### src/lin_sleep_pkg.sv
/*
  constants for the lin sleep, wake-up and error control block.
  assumes a 10 mhz system clock and indirect register access by index.
*/
// Contract
// - slave sleeps when software sets sleep bit after decoding sleep frame.
// - sleep clear and bus quiet four seconds: set idle flag, interrupt.
// - wake request bit makes controller send wake-up signal on bus.
// - master: wake-up sent sets done and raises interrupt.
// - slave: no interrupt on send; no answer in 150 ms sets error, timeout.
// - detected wake-up sets wake-up and done flags, raises interrupt.
// - wake-up ends bus sleep; slave software then clears sleep bit.
// - any communication error abandons current frame, raises interrupt.
// - writing 1 to clear-error bit clears error register and error flag.
// - no new master message or wake-up while error flag set.
// - checksum change mid-transaction resets interface, loses transaction.
// - mode change mid-transaction resets interface, loses transaction.
// - data acknowledge skip suspends processing until next synch break.
// - status bit 7 reads bus activity.
// - status at index 0x09, read-only, resets zero, documented bit layout.
// - interrupt pending stays set until clear-interrupt bit is written.
// - done clears at start of transmission, sets when it finishes.
package lin_sleep_pkg;
  localparam logic [7:0] STATUS_IDX = 8'h09;
  localparam logic [7:0] CONTROL_IDX = 8'h08;
  localparam logic [7:0] ERROR_IDX = 8'h0a;
  localparam logic [7:0] STATUS_RESET = 8'h00;
  localparam int ST_ACTIVE = 7;
  localparam int ST_IDLE = 6;
  localparam int ST_ABORT = 5;
  localparam int ST_IDREQ = 4;
  localparam int ST_IRQ = 3;
  localparam int ST_ERROR = 2;
  localparam int ST_WAKE = 1;
  localparam int ST_DONE = 0;
  localparam int CT_START = 0;
  localparam int CT_WAKEREQ = 1;
  localparam int CT_CLRERR = 2;
  localparam int CT_CLRIRQ = 3;
  localparam int CT_DACK = 4;
  localparam int CT_SLEEP = 6;
  localparam int ER_WAKE_RESPONSE_TIMEOUT_FLAG = 2;
  localparam longint CLK_HZ = 10000000;
  localparam longint IDLE_TIME_MS = 4000;
  localparam longint WAKE_RESP_MS = 150;
  localparam longint IDLE_CYCLES = IDLE_TIME_MS * CLK_HZ / 1000;
  localparam longint WAKE_CYCLES = WAKE_RESP_MS * CLK_HZ / 1000;
  typedef enum logic [1:0] {S_IDLE, S_WAKE_TX, S_WAIT_RESP, S_SUSPEND} state_t;
endpackage

### src/lin_sleep_wake_error_ctrl.sv
/*
  sleep, wake-up and error control with the node status register.
  assumes a frame engine supplies bus activity, wake and error events.
*/
`timescale 1ns/100ps
module lin_sleep_wake_error_ctrl import lin_sleep_pkg::*; #(
  parameter int unsigned IDLE_CNT = 32'(IDLE_CYCLES),
  parameter int unsigned WAKE_CNT = 32'(WAKE_CYCLES)
) (
  input wire logic clk, // system clock
  input wire logic resetn, // async reset, active low
  input wire logic reg_wr, // indirect register write strobe
  input wire logic [7:0] reg_idx, // indirect register index
  input wire logic [7:0] reg_wdata, // write data
  output logic [7:0] reg_rdata, // read data
  input wire logic master_mode, // 1 master, 0 slave
  input wire logic cksum_cfg, // checksum configuration
  input wire logic bus_activity, // bus activity seen this cycle
  input wire logic wake_detect, // wake-up pulse seen on bus
  input wire logic wake_tx_done, // wake-up pulse finished sending
  input wire logic tx_start, // frame transmission starting
  input wire logic tx_done, // frame transmission finished
  input wire logic synch_break, // synch break received
  input wire logic id_received, // identifier received (slave)
  input wire logic comm_error, // error event
  input wire logic [7:0] error_code, // error bits for error event
  output logic wake_tx_req, // pulse: send wake-up signal
  output logic frame_start, // pulse: master frame start allowed
  output logic frame_abort, // pulse: abandon current frame
  output logic iface_reset, // pulse: interface reset
  output logic sleep_out, // sleep bit state
  output logic irq // interrupt request level
);
  logic [7:0] status_q, status_d;
  logic [7:0] err_q, err_d;
  logic sleep_q, mode_q, ck_q, busy_q, busy_d;
  logic [31:0] cnt_q, cnt_d;
  state_t state_q, state_d;
  wire wr_ctl = reg_wr && (reg_idx == CONTROL_IDX);
  wire clr_err = wr_ctl && reg_wdata[CT_CLRERR];
  wire clr_irq = wr_ctl && reg_wdata[CT_CLRIRQ];
  wire err_ok = !status_q[ST_ERROR];
  wire wake_go = wr_ctl && reg_wdata[CT_WAKEREQ] && err_ok
    && state_q == S_IDLE;
  wire start_go = wr_ctl && reg_wdata[CT_START] && master_mode
    && err_ok && state_q == S_IDLE;
  wire dack = wr_ctl && reg_wdata[CT_DACK] && !master_mode;
  wire cfg_chg = busy_q && (ck_q != cksum_cfg || mode_q != master_mode);
  wire resp_to = state_q == S_WAIT_RESP && cnt_q >= WAKE_CNT - 1;
  wire idle_to = state_q == S_IDLE && !sleep_q && !status_q[ST_IDLE]
    && cnt_q >= IDLE_CNT - 1;
  wire wake_end = state_q == S_WAKE_TX && wake_tx_done;
  assign reg_rdata = reg_idx == STATUS_IDX ? status_q
    : reg_idx == ERROR_IDX ? err_q
    : reg_idx == CONTROL_IDX ? {1'b0, sleep_q, 6'h00} : 8'h00;
  assign wake_tx_req = wake_go;
  assign frame_start = start_go;
  assign frame_abort = comm_error && busy_q;
  assign iface_reset = cfg_chg;
  assign sleep_out = sleep_q;
  assign irq = status_q[ST_IRQ];

  always_comb begin
    state_d = state_q;
    cnt_d = bus_activity ? 32'h0 : cnt_q + 32'h1;
    busy_d = busy_q;
    if (tx_start || start_go) busy_d = 1'b1;
    if (tx_done || comm_error || cfg_chg) busy_d = 1'b0;
    case (state_q)
      S_IDLE: begin
        if (wake_go) state_d = S_WAKE_TX;
        else if (dack) state_d = S_SUSPEND;
      end
      S_WAKE_TX: if (wake_tx_done) begin
        state_d = master_mode ? S_IDLE : S_WAIT_RESP;
        cnt_d = 32'h0;
      end
      S_WAIT_RESP: if (bus_activity || resp_to) state_d = S_IDLE;
      S_SUSPEND: if (synch_break) state_d = S_IDLE;
      default: state_d = S_IDLE;
    endcase
    if (cfg_chg) state_d = S_IDLE;
  end

  always_comb begin
    status_d = status_q;
    err_d = err_q;
    status_d[ST_ACTIVE] = bus_activity;
    if (bus_activity) status_d[ST_IDLE] = 1'b0;
    if (synch_break) status_d[ST_ABORT] = busy_q;
    if (synch_break) status_d[ST_IDREQ] = 1'b0;
    if (clr_irq) status_d[ST_IRQ] = 1'b0;
    if (clr_err) begin
      status_d[ST_ERROR] = 1'b0;
      err_d = 8'h00;
    end
    if (tx_start || start_go) status_d[ST_DONE] = 1'b0;
    if (wake_go) status_d[ST_WAKE] = 1'b1;
    // sets below win over clears above
    if (id_received && !master_mode) begin
      status_d[ST_IDREQ] = 1'b1;
      status_d[ST_IRQ] = 1'b1;
    end
    if (tx_done && busy_q) begin
      status_d[ST_DONE] = 1'b1;
      status_d[ST_IRQ] = 1'b1;
    end
    if (idle_to) begin
      status_d[ST_IDLE] = 1'b1;
      status_d[ST_IRQ] = 1'b1;
    end
    if (wake_end && master_mode) begin
      status_d[ST_DONE] = 1'b1;
      status_d[ST_IRQ] = 1'b1;
    end
    if (resp_to && !bus_activity) begin
      status_d[ST_ERROR] = 1'b1;
      err_d[ER_WAKE_RESPONSE_TIMEOUT_FLAG] = 1'b1;
      status_d[ST_IRQ] = 1'b1;
    end
    if (wake_detect) begin
      status_d[ST_WAKE] = 1'b1;
      status_d[ST_DONE] = 1'b1;
      status_d[ST_IRQ] = 1'b1;
    end
    if (comm_error) begin
      status_d[ST_ERROR] = 1'b1;
      err_d = err_d | error_code;
      status_d[ST_IRQ] = 1'b1;
    end
  end

  always_ff @(posedge clk or negedge resetn) begin
    if (!resetn) begin
      status_q <= STATUS_RESET;
      err_q <= 8'h00;
      state_q <= S_IDLE;
      cnt_q <= 32'h0;
      busy_q <= 1'b0;
    end else begin
      status_q <= status_d;
      err_q <= err_d;
      state_q <= state_d;
      cnt_q <= cnt_d;
      busy_q <= busy_d;
    end
  end

  always_ff @(posedge clk or negedge resetn) begin
    if (!resetn) begin
      sleep_q <= 1'b0;
      mode_q <= 1'b0;
      ck_q <= 1'b0;
    end else begin
      if (wr_ctl) sleep_q <= reg_wdata[CT_SLEEP];
      mode_q <= master_mode;
      ck_q <= cksum_cfg;
    end
  end
endmodule // lin_sleep_wake_error_ctrl

### config.mk
export PLATFORM = sky130hd
export DESIGN_NAME = lin_sleep_wake_error_ctrl
export DESIGN_NICKNAME = d
export VERILOG_FILES = /design/src/lin_sleep_pkg.sv /design/src/lin_sleep_wake_error_ctrl.sv
export SDC_FILE = /design/constraint.sdc
export NUM_CORES = 1
export LEC_CHECK = 0
export BUFFER_PORTS_ARGS = -buffer_cell sky130_fd_sc_hd__buf_2
export CAP_MARGIN = 20
export CORE_ASPECT_RATIO = 1.25
export CORE_MARGIN = 3
export CORE_UTILIZATION = 35
export DETAILED_ROUTE_END_ITERATION = 10
export PLACE_DENSITY = 0.52
export SLEW_MARGIN = 20
export SYNTH_ARGS = -nofsm -noshare
export SYNTH_HDL_FRONTEND = slang
export SYNTH_SLANG_ARGS = --single-unit
### constraint.sdc
create_clock -name clk -period 4.3 [get_ports clk]
set_input_delay 0.645 -clock clk [delete_from_list [all_inputs] [get_ports clk]]
set_output_delay 0.645 -clock clk [all_outputs]
set_load 0.05 [all_outputs]
# ---- After elaboration in Yosys (flattened, before gate mapping)
# Index checks and enable logic that the tools add are counted.
dict set report word_totals {
  register_bits 54
  out_inout_bits 14
}
dict set report op_classes {
  n_mux 36
  n_eq_ne 12
  add_sub_neg 1
  reduce_logical 42
  order_cmp 2
  bitwise 1
}
# cell n
set ops {}
lappend ops {{32-bit two-way mux} 3}
lappend ops {{32-bit by 1-bit adder with 32-bit output, second input constant} 1}
lappend ops {{32-bit by 21-bit greater-or-equal comparator with 1-bit output, second input constant} 1}
lappend ops {{32-bit by 26-bit greater-or-equal comparator with 1-bit output, second input constant} 1}
lappend ops {{8-bit two-way mux} 4}
lappend ops {{8-bit by 4-bit equality test with 1-bit output, second input constant} 3}
lappend ops {{1-bit logical AND} 23}
lappend ops {{2-bit two-way mux} 11}
lappend ops {{1-bit two-way mux} 16}
lappend ops {{8-bit OR} 1}
lappend ops {{2-bit case mux with 4 select lines} 1}
lappend ops {{2-bit nonzero test} 4}
lappend ops {{8-bit nonzero test} 1}
lappend ops {{7-bit two-way mux} 1}
lappend ops {{3-bit inequality test, second input constant} 2}
lappend ops {{1-bit zero test} 5}
lappend ops {{1-bit logical OR} 5}
lappend ops {{2-bit equality test, second input constant} 2}
lappend ops {{4-bit inequality test, second input constant} 1}
lappend ops {{4-bit AND reduction} 1}
lappend ops {{4-bit nonzero test} 1}
lappend ops {{3-bit by 2-bit inequality test with 1-bit output, second input constant} 1}
lappend ops {{3-bit nonzero test} 1}
lappend ops {{2-bit by 1-bit equality test with 1-bit output, second input constant} 1}
lappend ops {{2 further kinds} 3}

# ---- Logic depth before layout (Yosys ltp)
# Gate-level depths: netlist (run 1).
dict set report logic_depth {
  depth_word 11
  ltp_mapped 7
}

# ---- Worst setup path before layout (run 1)
# No wires, ideal clock.
dict set report synth_path {
  kind {input-to-reg}
  startpoint {input reg_idx[2]}
  endpoint {register busy_q}
  setup_ns 0.125
  path_slack_ns 0.941
  stages 5
  t_arrival_ns 3.234
  path_buffers 0
  path_cell_list {nor4b_4 -> nand3_1 -> nor4_1 -> nor2_1 -> a2111oi_0}
}
dict set report synth_via {
  elab_chain_cells 8
}
# item line
set synth_rtl {}
lappend synth_rtl {{from (decl)} lin_sleep_wake_error_ctrl.sv:13} ;# input wire logic [7:0] reg_idx,
lappend synth_rtl {{8-bit by 4-bit equality test with 1-bit output} lin_sleep_wake_error_ctrl.sv:39} ;# wire wr_ctl = reg_wr && (reg_idx == CONTROL_IDX);
lappend synth_rtl {{1-bit logical AND} lin_sleep_wake_error_ctrl.sv:39}
lappend synth_rtl {{1-bit logical AND (2 in a row)} lin_sleep_wake_error_ctrl.sv:45} ;# wire start_go = wr_ctl && reg_wdata[CT_START] && master_mode
lappend synth_rtl {{1-bit logical AND (2 in a row)} lin_sleep_wake_error_ctrl.sv:46} ;# && err_ok && state_q == S_IDLE;
lappend synth_rtl {{named net frame_start} lin_sleep_wake_error_ctrl.sv:28} ;# output logic frame_start,
lappend synth_rtl {{1-bit logical OR} lin_sleep_wake_error_ctrl.sv:67} ;# if (tx_start || start_go) busy_d = 1'b1;
lappend synth_rtl {{2-bit nonzero test (no source line)} -}
lappend synth_rtl {{to (signal assigned)} lin_sleep_wake_error_ctrl.sv:145} ;# busy_q <= busy_d;
lappend synth_rtl {{to (decl)} lin_sleep_wake_error_ctrl.sv:36} ;# logic sleep_q, mode_q, ck_q, busy_q, busy_d;
# The timed path passes the listed nets, and every way through them passes these cells.
# A chain may end at the register's enable or synchronous reset.

# ---- Worst setup path after layout (run 1)
dict set report layout_path {
  startpoint {input reg_idx[2]}
  endpoint {output reg_rdata[1]}
}
dict set report layout_via {
  elab_chain_cells 3
  word_cells_on_any_way 4
  cone_classes {2 x eq/ne; 2 x mux}
}
# item line
set layout_rtl {}
lappend layout_rtl {{8-bit by 4-bit equality test with 1-bit output} lin_sleep_wake_error_ctrl.sv:54} ;# : reg_idx == ERROR_IDX ? err_q
lappend layout_rtl {{8-bit two-way mux} lin_sleep_wake_error_ctrl.sv:54}
lappend layout_rtl {{8-bit two-way mux *} lin_sleep_wake_error_ctrl.sv:53} ;# assign reg_rdata = reg_idx == STATUS_IDX ? status_q
lappend layout_rtl {{to (decl)} lin_sleep_wake_error_ctrl.sv:15} ;# output logic [7:0] reg_rdata,
# Mark *: on every way between the ends. The rest lies on a longest branch, timed or not.

==> run summary, run 1 <==
### Drt
- 14.8 um — wire length per cell after detailed routing
- 0 — post-route ant nets
- 5.22 — via density per instance
- 2295 — total via count in the routed design
- 6.52 mm — post-detailed-routing wire length
- 4 — iteration count of the initial detailed-routing pass
- 62 — Iter 0 DRT Violations
- 0 — DR DRC count

### Finish
- 0.00135 mm2 — Storage cell area
- 820 — fill cell instance count of the final layout
- 54 x dfrtp_1, 48 x buf_2, 44 x nor2_1 — commonest non-fill, non-tap cells in the layout
- 13.3% — Synth-to-Final Area Change
- 22.3% — proportion of layout cells with a drive suffix above 1
- 0 — ant diodes
- 440 — Final Non-Filler Cells
- 382 — count of nets after finishing
- dfrtp_1 — most common cell after layout, fill and taps aside
- 0.00146 mm2 — multi-input logic area

### Die
- 109 um — die span in y
- 36 — site row count
- 0.00957 mm2 — Die Area
- 51 — ports placed on the boundary
- 88.1 um — Die Span X
- 0.00802 mm2 — core area
- 36.8% — initial standard-cell utilization of the core

### Synthesis
- 302 — cell count after synthesis
- 26.6% — post-synthesis simple-gate area fraction
- 0.00295 mm2 — cell area after synthesis
- 100% — asr flop ratio synth
- 340 — net count after synthesis
- 0 — number of synthesized flops with an enable pin
- dfrtp_1 — most frequently used flop master after synthesis
- 45.8% — proportion of synthesized chip area in sequential cells
- 54 — number of register bits inferred by synthesis
- 9.77 um2 — syn avg cell area
- 0 — Yosys warning total
- 8.91% — parity-gate share of the synthesized area counting xor and xnor cells
- 1.78% — share of cell area taken by muxes after synthesis
- 50 — distinct cell type count of the synthesized netlist
- 0.424% — post-synthesis share of cell area spent on full adders, half adders and majority gates
- simple AND/OR/NAND/NOR gates — largest family of logic cells by synthesized area
- 11.6% — share of the synthesized area in compound gates (AO/OA/AOI/OAI)

### STA
- 813 ps — slew at the pin with the worst max-slew slack
- 3000 ps — Tmin final
- 0 — Final setup viols
- 9.97 ps — clock skew after layout
- 45.4% — headroom to the max-slew limit
- 69.9% — final clock period utilization by the worst path
- 0 ps — post-route setup TNS
- no — unrepaired setup endpoints after global routing
- 0 — Max Transition Viols Final
- 0 — Hold Violations, Final
- 404 ps — minimum hold slack
- 0.333 GHz — FMAX

### Global routing
- 0 — antenna violations before repair
- 10.6 mm — wire length of the first global-routing pass
- 2234 — via count of the first global-routing pass
- met2 — highest-utilization routing layer at the global route stage
- 0 — total global routing overflow
- 16.9% — met1 Use GR
- 13.8% — overall routing resource usage
- 2.80% — met3 track demand over resource in global routing
- 36 — maximum number of pins on one net before global-route repair
- 24.5% — met2 track utilization from global routing

### Place
- 432 — count of placed standard cells including taps
- 48 — quantity of I/O buffers inserted on ports
- 4.79 mm — sum of net half-perimeters after detailed placement
- 0.729 — Routability Congestion

### Critical path
- output port — capturing element type of the critical path
- input port — crit path launch type
- 2360 ps — crit path DAT
- buf_2 — Top cell by count, worst path
- 7 — critical path fanouts, max
- 650 ps — delay of the slowest critical-path stage
- in -> out — critical setup path kind
- nor3_1 — Critical Path Slowest Stage Cell
- buf_2, nor4b_4, nand2_1, nor3_1, a22o_1, buf_2 — worst-path cell chain
- 3650 ps — Required @ worst endpoint

### Clock network
- clkbuf_8 — CTS root buf
- 2 — Max H-tree Level
- 100 ps — CTS clk-pin slew, worst paths
- 5 — total clock buffers created by CTS
- 0 — number of buffers added for setup after CTS
- 300 ps — clock latency at the later pin of the worst-skew pair
- 0 — cts hold-fix bufs
- 54 — clock net sink count
- 2 — buffer levels on the longest clock path
- 0 — number of gates resized after CTS
- built — CTS tree

### Outcome
- completed — status

### Worst hold path
- in -> async — worst min-delay path class

### Pwr
- 0.136 mV — IR Drop Worst-Case VDD
- 282 mW/mm2 — power density normalized to cell area
- 1.42 nW — leakage power summed over all cells

### Run
- 0 — Max Cap Viol

-- per-stage QoR --
step                      setup WS [ps]  total power [mW]  area (um2)  util, %
final                              1300             0.941        3340     41.7
after global routing               1110             0.995        3340     41.7
after CTS                          1250             0.961        3340     41.7
after detailed placement           1250             0.642        3240     40.4
after global placement             1280             0.641        3240     40.4
after floorplan                     941             0.599        2950        -
-- routing by layer --
| metal | wire (um) | share of wire [%] | vias to the layer above |
|---|---|---|---|
| met5 | 0 | 0 | - |
| met3 | 371 | 5.7 | 2 |
| met1 | 2860 | 44 | 1090 |
| li1 | - | - | 1147 |
| met2 | 3250 | 50 | 56 |
| met4 | 33 | 0.51 | 0 |
-- area by class of cell --
| cell class | count | share of cell area, % |
|---|---|---|
| multi-input cells | 218 | 43.5 |
| flip-flops and latches | 54 | 40.4 |
| repair buffers | 50 | 7.64 |
| well taps | 95 | 3.56 |
| clock buffers | 7 | 2.88 |
| inverters | 15 | 1.68 |
| clock inverters | 1 | 0.262 |
-- kinds of logic (layout without fill, tap and decap cells) --
family,Yosys count,after routing
xor gates and xnor gates,30,30
adders and majority gates,1,1
muxes,5,5
buffers and inverters,30,73
AOI/OAI and AO/OA,46,46
DFF,54,54
and+or+nand+nor,136,136
-- power breakdown --
group	switching, mW	internal [mW]	leakage [nW]	total, mW
clock network	0.164	0.148	0.0544	0.312
logic	0.0509	0.0392	0.686	0.0901
registers	0.0198	0.519	0.679	0.539
total	0.235	0.706	1.42	0.941
-- worst paths after layout --
check	cells past startpoint	slack, ps	startpoint	end
hold reg to reg	1	490	status_q[1]	status_q[1]
min in group clk	1	470	cksum_cfg	ck_q
max in group asynchronous	2	3110	resetn	cnt_q[25]
hold / removal	1	400	resetn	err_q[5]
setup reg to reg	5	2250	cnt_q[13]	cnt_q[23]
setup / recovery	6	1300	reg_idx[2]	reg_rdata[1]
-- Yosys cell counts, types with 5 or more instances --
| cell type | number | share of area, % |
|---|---|---|
| nor3_1 | 9 | 1.5 |
| a21oi_1 | 7 | 1.2 |
| a22o_1 | 14 | 4.2 |
| nor4_1 | 11 | 2.3 |
| nand2_1 | 20 | 2.5 |
| nand4_1 | 6 | 1.3 |
| nand3_1 | 11 | 1.9 |
| inv_1 | 15 | 1.9 |
| xnor2_1 | 22 | 6.5 |
| nor4_2 | 5 | 2.1 |
| nor2_1 | 44 | 5.6 |
| o21ai_0 | 7 | 1.2 |
| clkbuf_1 | 10 | 1.3 |
| dfrtp_1 | 54 | 46 |
| xor2_1 | 8 | 2.4 |
-- flip-flops by register name (all words and copies together) (netlist names) --
| register | count |
|---|---|
| sleep_out | 1 |
| mode_q | 1 |
| ck_q | 1 |
| status_q | 8 |
| busy_q | 1 |
| cnt_q | 32 |
| err_q | 8 |
| state_q | 2 |
-- critical path: cells and delay by family --
kind / cells / cell delay [ps]
AO/OA/AOI/OAI: 1 / 230
AND/OR/NAND/NOR: 3 / 1120
buffers and inverters: 2 / 370
Note: power is estimated with default switching activity, not from simulation.
==> inputs of run 2 (changes only) <==
Clock period 4.3 ns to 2.99 ns, I/O delays scaled along.
==> run 2 against run 1 <==
Non-clock buffer count increased by 1. Count of clock-buffer cells in the layout decreased by 1. Wire length rose by 3.1%. Largest cell class unchanged. Die area unchanged. Global-route usage rose by 1.1 points. Via count is 0.70% higher. Register-to-register slack lost 1300 ps. Clock power grew 60%. Critical path depth is 1 lower. Core utilization rose by 0.27 points. Sequential power rose by 44%. Cell count unchanged.
==> run summary, run 2 (same netlist as run 1, synthesis figures left out) <==
### Drt
- 5.25 — via density per instance, was 5.22
- 94 — Iter 0 DRT Violations, was 62
- 6.72 mm — post-detailed-routing wire length, was 6.52 mm
- 0 — post-route ant nets, unchanged
- 4 — iteration count of the initial detailed-routing pass, unchanged
- 2311 — total via count in the routed design, was 2295
- 0 — DR DRC count, unchanged
- 15.3 um — wire length per cell after detailed routing, was 14.8 um

### Critical path
- output port — capturing element type of the critical path, unchanged
- 2540 ps — Required @ worst endpoint, was 3650 ps
- in -> out — critical setup path kind, unchanged
- 1850 ps — crit path DAT, was 2360 ps
- 5 — critical path fanouts, max, was 7
- input port — crit path launch type, unchanged

### Finish
- cnt_q: 32 flops, err_q: 8 flops, status_q: 8 flops — Top Registers, unchanged
- 14.0% — Synth-to-Final Area Change, was 13.3%
- 0.00336 mm2 — area of all placed cells without fillers, was 0.00334 mm2
- cnt_q — register containing the most flip-flops in the final layout, unchanged
- 54 x dfrtp_1, 48 x buf_2, 44 x nor2_1 — commonest non-fill, non-tap cells in the layout, unchanged
- dfrtp_1 — most common cell after layout, fill and taps aside, unchanged
- 22.6% — proportion of layout cells with a drive suffix above 1, was 22.3%
- 0 — ant diodes, unchanged
- 383 — count of nets after finishing, was 382
- 32 — flip-flop count of the largest register, all copies and words added, unchanged

### STA
- 77.0% — final clock period utilization by the worst path
- 691 ps — slew at the pin with the worst max-slew slack, was 813 ps
- 9.64 ps — clock skew after layout, was 9.97 ps
- 0 ps — post-route setup TNS, unchanged
- no — unrepaired setup endpoints after global routing, unchanged
- 0 — Final setup viols, unchanged
- 54.0% — headroom to the max-slew limit, was 45.4%
- 0 — Hold Violations, Final, unchanged
- 0 — Max Transition Viols Final, unchanged
- 0.435 GHz — FMAX
- 2300 ps — Tmin final

### Global routing
- 11.2 mm — wire length of the first global-routing pass, was 10.6 mm
- 14.8% — overall routing resource usage, was 13.8%
- 33 — maximum number of pins on one net before global-route repair, was 36
- 2267 — via count of the first global-routing pass, was 2234
- 0 — total global routing overflow, unchanged
- 0 — antenna violations before repair, unchanged

### Clock network
- 300 ps — clock latency at the later pin of the worst-skew pair, about the same
- 0 — number of buffers added for setup after CTS, unchanged
- 2 — buffer levels on the longest clock path, unchanged
- 54 — clock net sink count, unchanged
- 0 — number of gates resized after CTS, unchanged
- clkbuf_8 — CTS root buf, unchanged
- 0 — cts hold-fix bufs, unchanged
- built — CTS tree, unchanged
- 90 ps — CTS clk-pin slew, worst paths, was 100 ps
- 2 — Max H-tree Level, unchanged
- 5 — total clock buffers created by CTS, unchanged

### Pwr
- 1.41 mW — overall power of the completed layout, was 0.941 mW
- 419 mW/mm2 — power density normalized to cell area, was 282 mW/mm2
- 0.182 mV — IR Drop Worst-Case VDD, was 0.136 mV
- 1.43 nW — leakage power summed over all cells, was 1.42 nW

### Worst hold path
- in -> async — worst min-delay path class, unchanged

### Place
- 48 — quantity of I/O buffers inserted on ports, unchanged
- 0.770 — Routability Congestion, was 0.729
- 4.87 mm — sum of net half-perimeters after detailed placement, was 4.79 mm
- 0.00325 mm2 — placed cell area, was 0.00324 mm2

### Run
- 0 — Max Cap Viol, unchanged

### Die
- 109 um — die span in y, unchanged
- 36.8% — initial standard-cell utilization of the core, unchanged
- 0.00957 mm2 — Die Area, unchanged
- 36 — site row count, unchanged
- 0.00802 mm2 — core area, unchanged
- 88.1 um — Die Span X, unchanged
- 51 — ports placed on the boundary, unchanged

### Outcome
- completed — status, unchanged

[run 2: cell count changes in the layout (fill, tap and decap cells not counted), sizes merged]
cell    change
buf         +1
bufinv      +1
clkbuf      -1
clkinv      -1
[run 2: per-stage QoR]
| stage | hold slack [ps] | util [%] | instances | setup WS (ps) |
|---|---|---|---|---|
| floorplan | 153 | - | 302 | 37.2 |
| global placement | 459 | 40.5 | 433 | 664 |
| detailed placement | 464 | 40.5 | 433 | 701 |
| CTS | 143 | 41.9 | 440 | 696 |
| global route | 171 | 41.9 | 440 | 650 |
| finish | 132 | 41.9 | 440 | 689 |
[run 2: critical path: stages]
cell,delay (ps)
buf_2,110
nor4b_4,320
nand3_1,260
nor4_1,370
buf_2,340
[run 2: path summary, 6_finish.rpt]
path	start	end	slack (ps)	depth (start not counted)
min in group clk	cksum_cfg	ck_q	270	1
worst min register to register	status_q[1]	status_q[1]	480	1
worst max-delay path	reg_idx[2]	wake_tx_req	690	5
worst min-delay path	resetn	err_q[5]	130	1
worst max register to register	cnt_q[13]	cnt_q[31]	980	5
max in group asynchronous	resetn	cnt_q[30]	2040	2
[run 2: layout make-up]
| class | instances | area, um2 |
|---|---|---|
| clock buffer | 6 | 82.6 |
| clock inverter | 1 | 30.0 |
| fill | 843 | 4650 |
| inverter | 15 | 56.3 |
| multi-input combinational | 218 | 1460 |
| sequential | 54 | 1350 |
| tap | 95 | 119 |
| timing repair buffer | 51 | 263 |
[run 2: metal layers]
layer	track usage (%)	share of wire, %	up-vias
li1	-	-	1150
met1	18.7	44	1105
met2	26.0	50	51
met3	2.27	4.8	5
met4	4.43	0.91	0
met5	0	0	-
[run 2: where the power goes]
part	leakage, nW	internal [mW]	switching (mW)
registers	0.679	0.747	0.0298
logic	0.691	0.0565	0.0746
clock network	0.0573	0.268	0.232
==> inputs of run 3 (changes only) <==
Settings changed: ABC_AREA set to 1.
Clock period 2.99 ns to 2.3 ns, I/O delays scaled along.
==> run 3 against run 2 <==
Setup slack got worse by 320 ps. Clock skew fell by 0.91 ps. Register-to-register slack got worse by 430 ps. Die area rose by 11%. Cell count rose by 41%. Wire length rose by 30%. Sequential cell count did not move. Critical path depth fell by 1. Global-route usage rose by 2.5 points. Critical path type is now reg -> out. Critical endpoint is now frame_start. Largest cell class unchanged. Highest routed layer unchanged.
==> run summary, run 3 <==
### Clock network
- built — CTS tree, unchanged
- 2 — buffer levels on the longest clock path, unchanged
- clkbuf_8 — CTS root buf, unchanged
- 5 — total clock buffers created by CTS, unchanged
- 54 — clock net sink count, unchanged
- 0 — number of gates resized after CTS, unchanged
- 100 ps — CTS clk-pin slew, worst paths, was 90 ps
- 2 — Max H-tree Level, unchanged
- 0 — number of buffers added for setup after CTS, unchanged
- 310 ps — clock latency at the later pin of the worst-skew pair, was 300 ps
- 0 — cts hold-fix bufs, unchanged

### Synthesis
- 7.33 um2 — syn avg cell area, was 9.77 um2
- 0 — Yosys warning total, unchanged
- 41.2% — proportion of synthesized chip area in sequential cells, was 45.8%
- dfrtp_1 — most frequently used flop master after synthesis, unchanged
- dfrtp_1 41%, nand2_1 10%, inv_1 7.4% — biggest area contributors in the synthesized netlist, was dfrtp_1 46%, xnor2_1 6.5%, nor2_1 5.6%
- dfrtp_1 — biggest area consumer among synthesized cells, unchanged
- 100% — asr flop ratio synth, unchanged
- 0.00328 mm2 — cell area after synthesis, was 0.00295 mm2
- 41.2% — area fraction of the dominant cell type after synthesis, was 45.8%
- 0 — number of synthesized flops with an enable pin, unchanged
- 54 — number of register bits inferred by synthesis, unchanged
- 91 x nand2_1, 65 x inv_1, 61 x nor2_1, 54 x dfrtp_1, 31 x nand3_1 — commonest cells in the netlist, was 54 x dfrtp_1, 44 x nor2_1, 22 x xnor2_1, 20 x nand2_1, 15 x inv_1
- nand2_1 — top-count cell post-synth, was dfrtp_1
- 448 — cell count after synthesis, was 302
- 38 — distinct cell type count of the synthesized netlist, was 50
- 486 — net count after synthesis, was 340

### Pwr
- 16.9% — part of the power in combinational logic, was 9.3%
- 1.42 mW — Int Pwr, was 1.07 mW
- 2.00 mW — overall power of the completed layout, was 1.41 mW
- 50.6% — sequential share of power, was 55.2%
- 0.261 mV — IR Drop Worst-Case VDD, was 0.182 mV
- 32.4% — Clock Power Share, was 35.5%
- 29.0% — switching part of the total power, was 23.9%
- 528 mW/mm2 — power density normalized to cell area, was 419 mW/mm2
- 0.580 mW — Net Switching, was 0.336 mW
- 1.86 nW — leakage power summed over all cells, was 1.43 nW

### Critical path
- 1590 ps — crit path DAT, was 1850 ps
- dfrtp_1 — Critical Path Slowest Stage Cell, was nor4_1
- 4 — critical path fanouts, max, was 5
- nor2_1, inv_1, nor3_2, buf_2 — worst-path cell chain, was buf_2, nor4b_4, nand3_1, nor4_1, buf_2
- 11 — cell depth of the worst flop-to-flop path, was 5
- flip-flop — crit path launch type, was input port
- output port — capturing element type of the critical path, unchanged
- reg -> out — critical setup path kind, was in -> out
- 420 ps — delay of the slowest critical-path stage, was 370 ps
- status_q[3] — destination of the worst register-to-register timing path, was cnt_q[31]
- 550 ps — Reg2Reg Setup Slack, was 980 ps
- cnt_q[0] — startpoint of the worst register-to-register path, was cnt_q[13]
- 1960 ps — Required @ worst endpoint, was 2540 ps

### STA
- 52.9 ps — minimum hold slack, was 132 ps
- 0 — Final setup viols, unchanged
- 0 — Hold Violations, Final, unchanged
- 0.517 GHz — FMAX
- 8.74 ps — clock skew after layout, was 9.64 ps
- 0 ps — post-route setup TNS, unchanged
- 1940 ps — Tmin final
- 686 ps — slew at the pin with the worst max-slew slack, was 691 ps
- no — unrepaired setup endpoints after global routing, unchanged
- 84.1% — final clock period utilization by the worst path
- 54.3% — headroom to the max-slew limit, was 54.0%
- 0 — Max Transition Viols Final, unchanged

### Place
- 0.860 — Routability Congestion, was 0.770
- 6.87 mm — sum of net half-perimeters after detailed placement, was 4.87 mm
- 48 — quantity of I/O buffers inserted on ports, unchanged
- 0.00368 mm2 — placed cell area, was 0.00325 mm2

### Drt
- 159 — Iter 0 DRT Violations, was 94
- 4 — iteration count of the initial detailed-routing pass, unchanged
- 400 um — met3 WL, was 323 um
- 4.43 mm — met2 wire length, was 3.37 mm
- 0 — post-route ant nets, unchanged
- 8.72 mm — post-detailed-routing wire length, was 6.72 mm
- 0 — DR DRC count, unchanged
- 4.88 — via density per instance, was 5.25
- 3.66 mm — metal1 wirelength, was 2.96 mm
- 14.0 um — wire length per cell after detailed routing, was 15.3 um
- met4 — Max Used Layer, unchanged
- 3036 — total via count in the routed design, was 2311

### Die
- 51 — ports placed on the boundary, unchanged
- 92.6 um — Die Span X, was 88.1 um
- 0.0106 mm2 — Die Area, was 0.00957 mm2
- 0.00889 mm2 — core area, was 0.00802 mm2
- 114 um — die span in y, was 109 um
- 38 — site row count, was 36
- 36.9% — initial standard-cell utilization of the core, was 36.8%

### Finish
- 19.5% — proportion of layout cells with a drive suffix above 1, was 22.6%
- 91 x nand2_1, 65 x inv_1, 61 x nor2_1 — commonest non-fill, non-tap cells in the layout, was 54 x dfrtp_1, 48 x buf_2, 44 x nor2_1
- 0 — ant diodes, unchanged
- 32 — flip-flop count of the largest register, all copies and words added, unchanged
- 0.00379 mm2 — area of all placed cells without fillers, was 0.00336 mm2
- 15.5% — Synth-to-Final Area Change, was 14.0%
- 941 — fill cell instance count of the final layout, was 843
- 539 — count of nets after finishing, was 383
- cnt_q: 32 flops, err_q: 8 flops, status_q: 8 flops — Top Registers, unchanged
- cnt_q — register containing the most flip-flops in the final layout, unchanged
- nand2_1 — most common cell after layout, fill and taps aside, was dfrtp_1

### Run
- 0 — Max Cap Viol, unchanged

### Global routing
- 14.5 mm — wire length of the first global-routing pass, was 11.2 mm
- 17.4% — overall routing resource usage, was 14.8%
- 3004 — via count of the first global-routing pass, was 2267
- 0 — antenna violations before repair, unchanged
- 0 — total global routing overflow, unchanged
- 29 — maximum number of pins on one net before global-route repair, was 33

### Worst hold path
- in -> async — worst min-delay path class, unchanged

### Outcome
- completed — status, unchanged

run 3: cell types whose count changed after synthesis, moves of 8 or more:
cell	previous run	this run
nand4_1	6	14
o21ai_1	0	12
nor2_1	44	61
a22o_1	14	0
xor2_1	8	0
clkbuf_1	10	1
xnor2_1	22	2
nor4_1	11	3
inv_1	15	65
nand2_1	20	91
a21oi_1	7	27
o22ai_1	0	9
nand3_1	11	31
run 3: kinds of logic after synthesis:
kind of cell | share of synthesized area (%)
adder cells (fa/ha/maj) | 0.381
flip-flops | 41.2
buffers and inverters | 8.84
AO/OA/AOI/OAI | 11.9
multiplexers | 0.343
XOR/XNOR | 0.534
AND/OR/NAND/NOR | 36.9
run 3: area by class of cell:
cell class,instances,area [um2],share of cell area [%]
clock buffers,5,68.8,1.82
clock inverters,3,40.0,1.06
inverters,72,272,7.16
multi-input cells,318,1640,43.3
flip-flops and latches,54,1350,35.6
well taps,120,150,3.96
repair buffers,50,268,7.06
run 3: power by group through the flow:
stage / clock network (mW) / registers [mW] / logic, mW
global placement: 0 / 1.03 / 0.338
floorplan: 0 / 1.03 / 0.220
CTS: 0.670 / 1.01 / 0.346
finish: 0.649 / 1.01 / 0.339
detailed placement: 0 / 1.03 / 0.343
global route: 0.717 / 1.02 / 0.394
run 3: routing by layer:
metal  up-vias  GRT usage (%)
met1      1368           20.0
met4         0           6.94
met3        20           3.35
met2        75           31.5
met5         -              0
li1       1573              -
run 3: metrics by stage:
step	instances	utilization, %	worst slack, ps
after detailed placement	614	41.4	352
after global placement	614	41.4	356
final	622	42.6	365
after CTS	622	42.6	345
after global routing	622	42.6	136
after floorplan	448	-	305
run 3: critical path, delay by kind of cell (launching register included):
| family | cells | cell delay, ps |
|---|---|---|
| buffers and inverters | 2 | 420 |
| DFF | 1 | 420 |
| and+or+nand+nor | 2 | 440 |
run 3: worst max path at each step:
stage / cells past startpoint / endpoint / startpoint / slack, ps
4_1_cts: 4 / frame_start / state_q[1] / 340
3_5_place_dp: 7 / frame_start / reg_idx[2] / 350
3_3_place_gp: 9 / reg_rdata[6] / reg_idx[7] / 360
5_1_grt: 9 / reg_rdata[6] / reg_idx[7] / 140
6_report: 4 / frame_start / state_q[1] / 360
2_1_floorplan: 5 / reg_rdata[0] / reg_idx[7] / 310
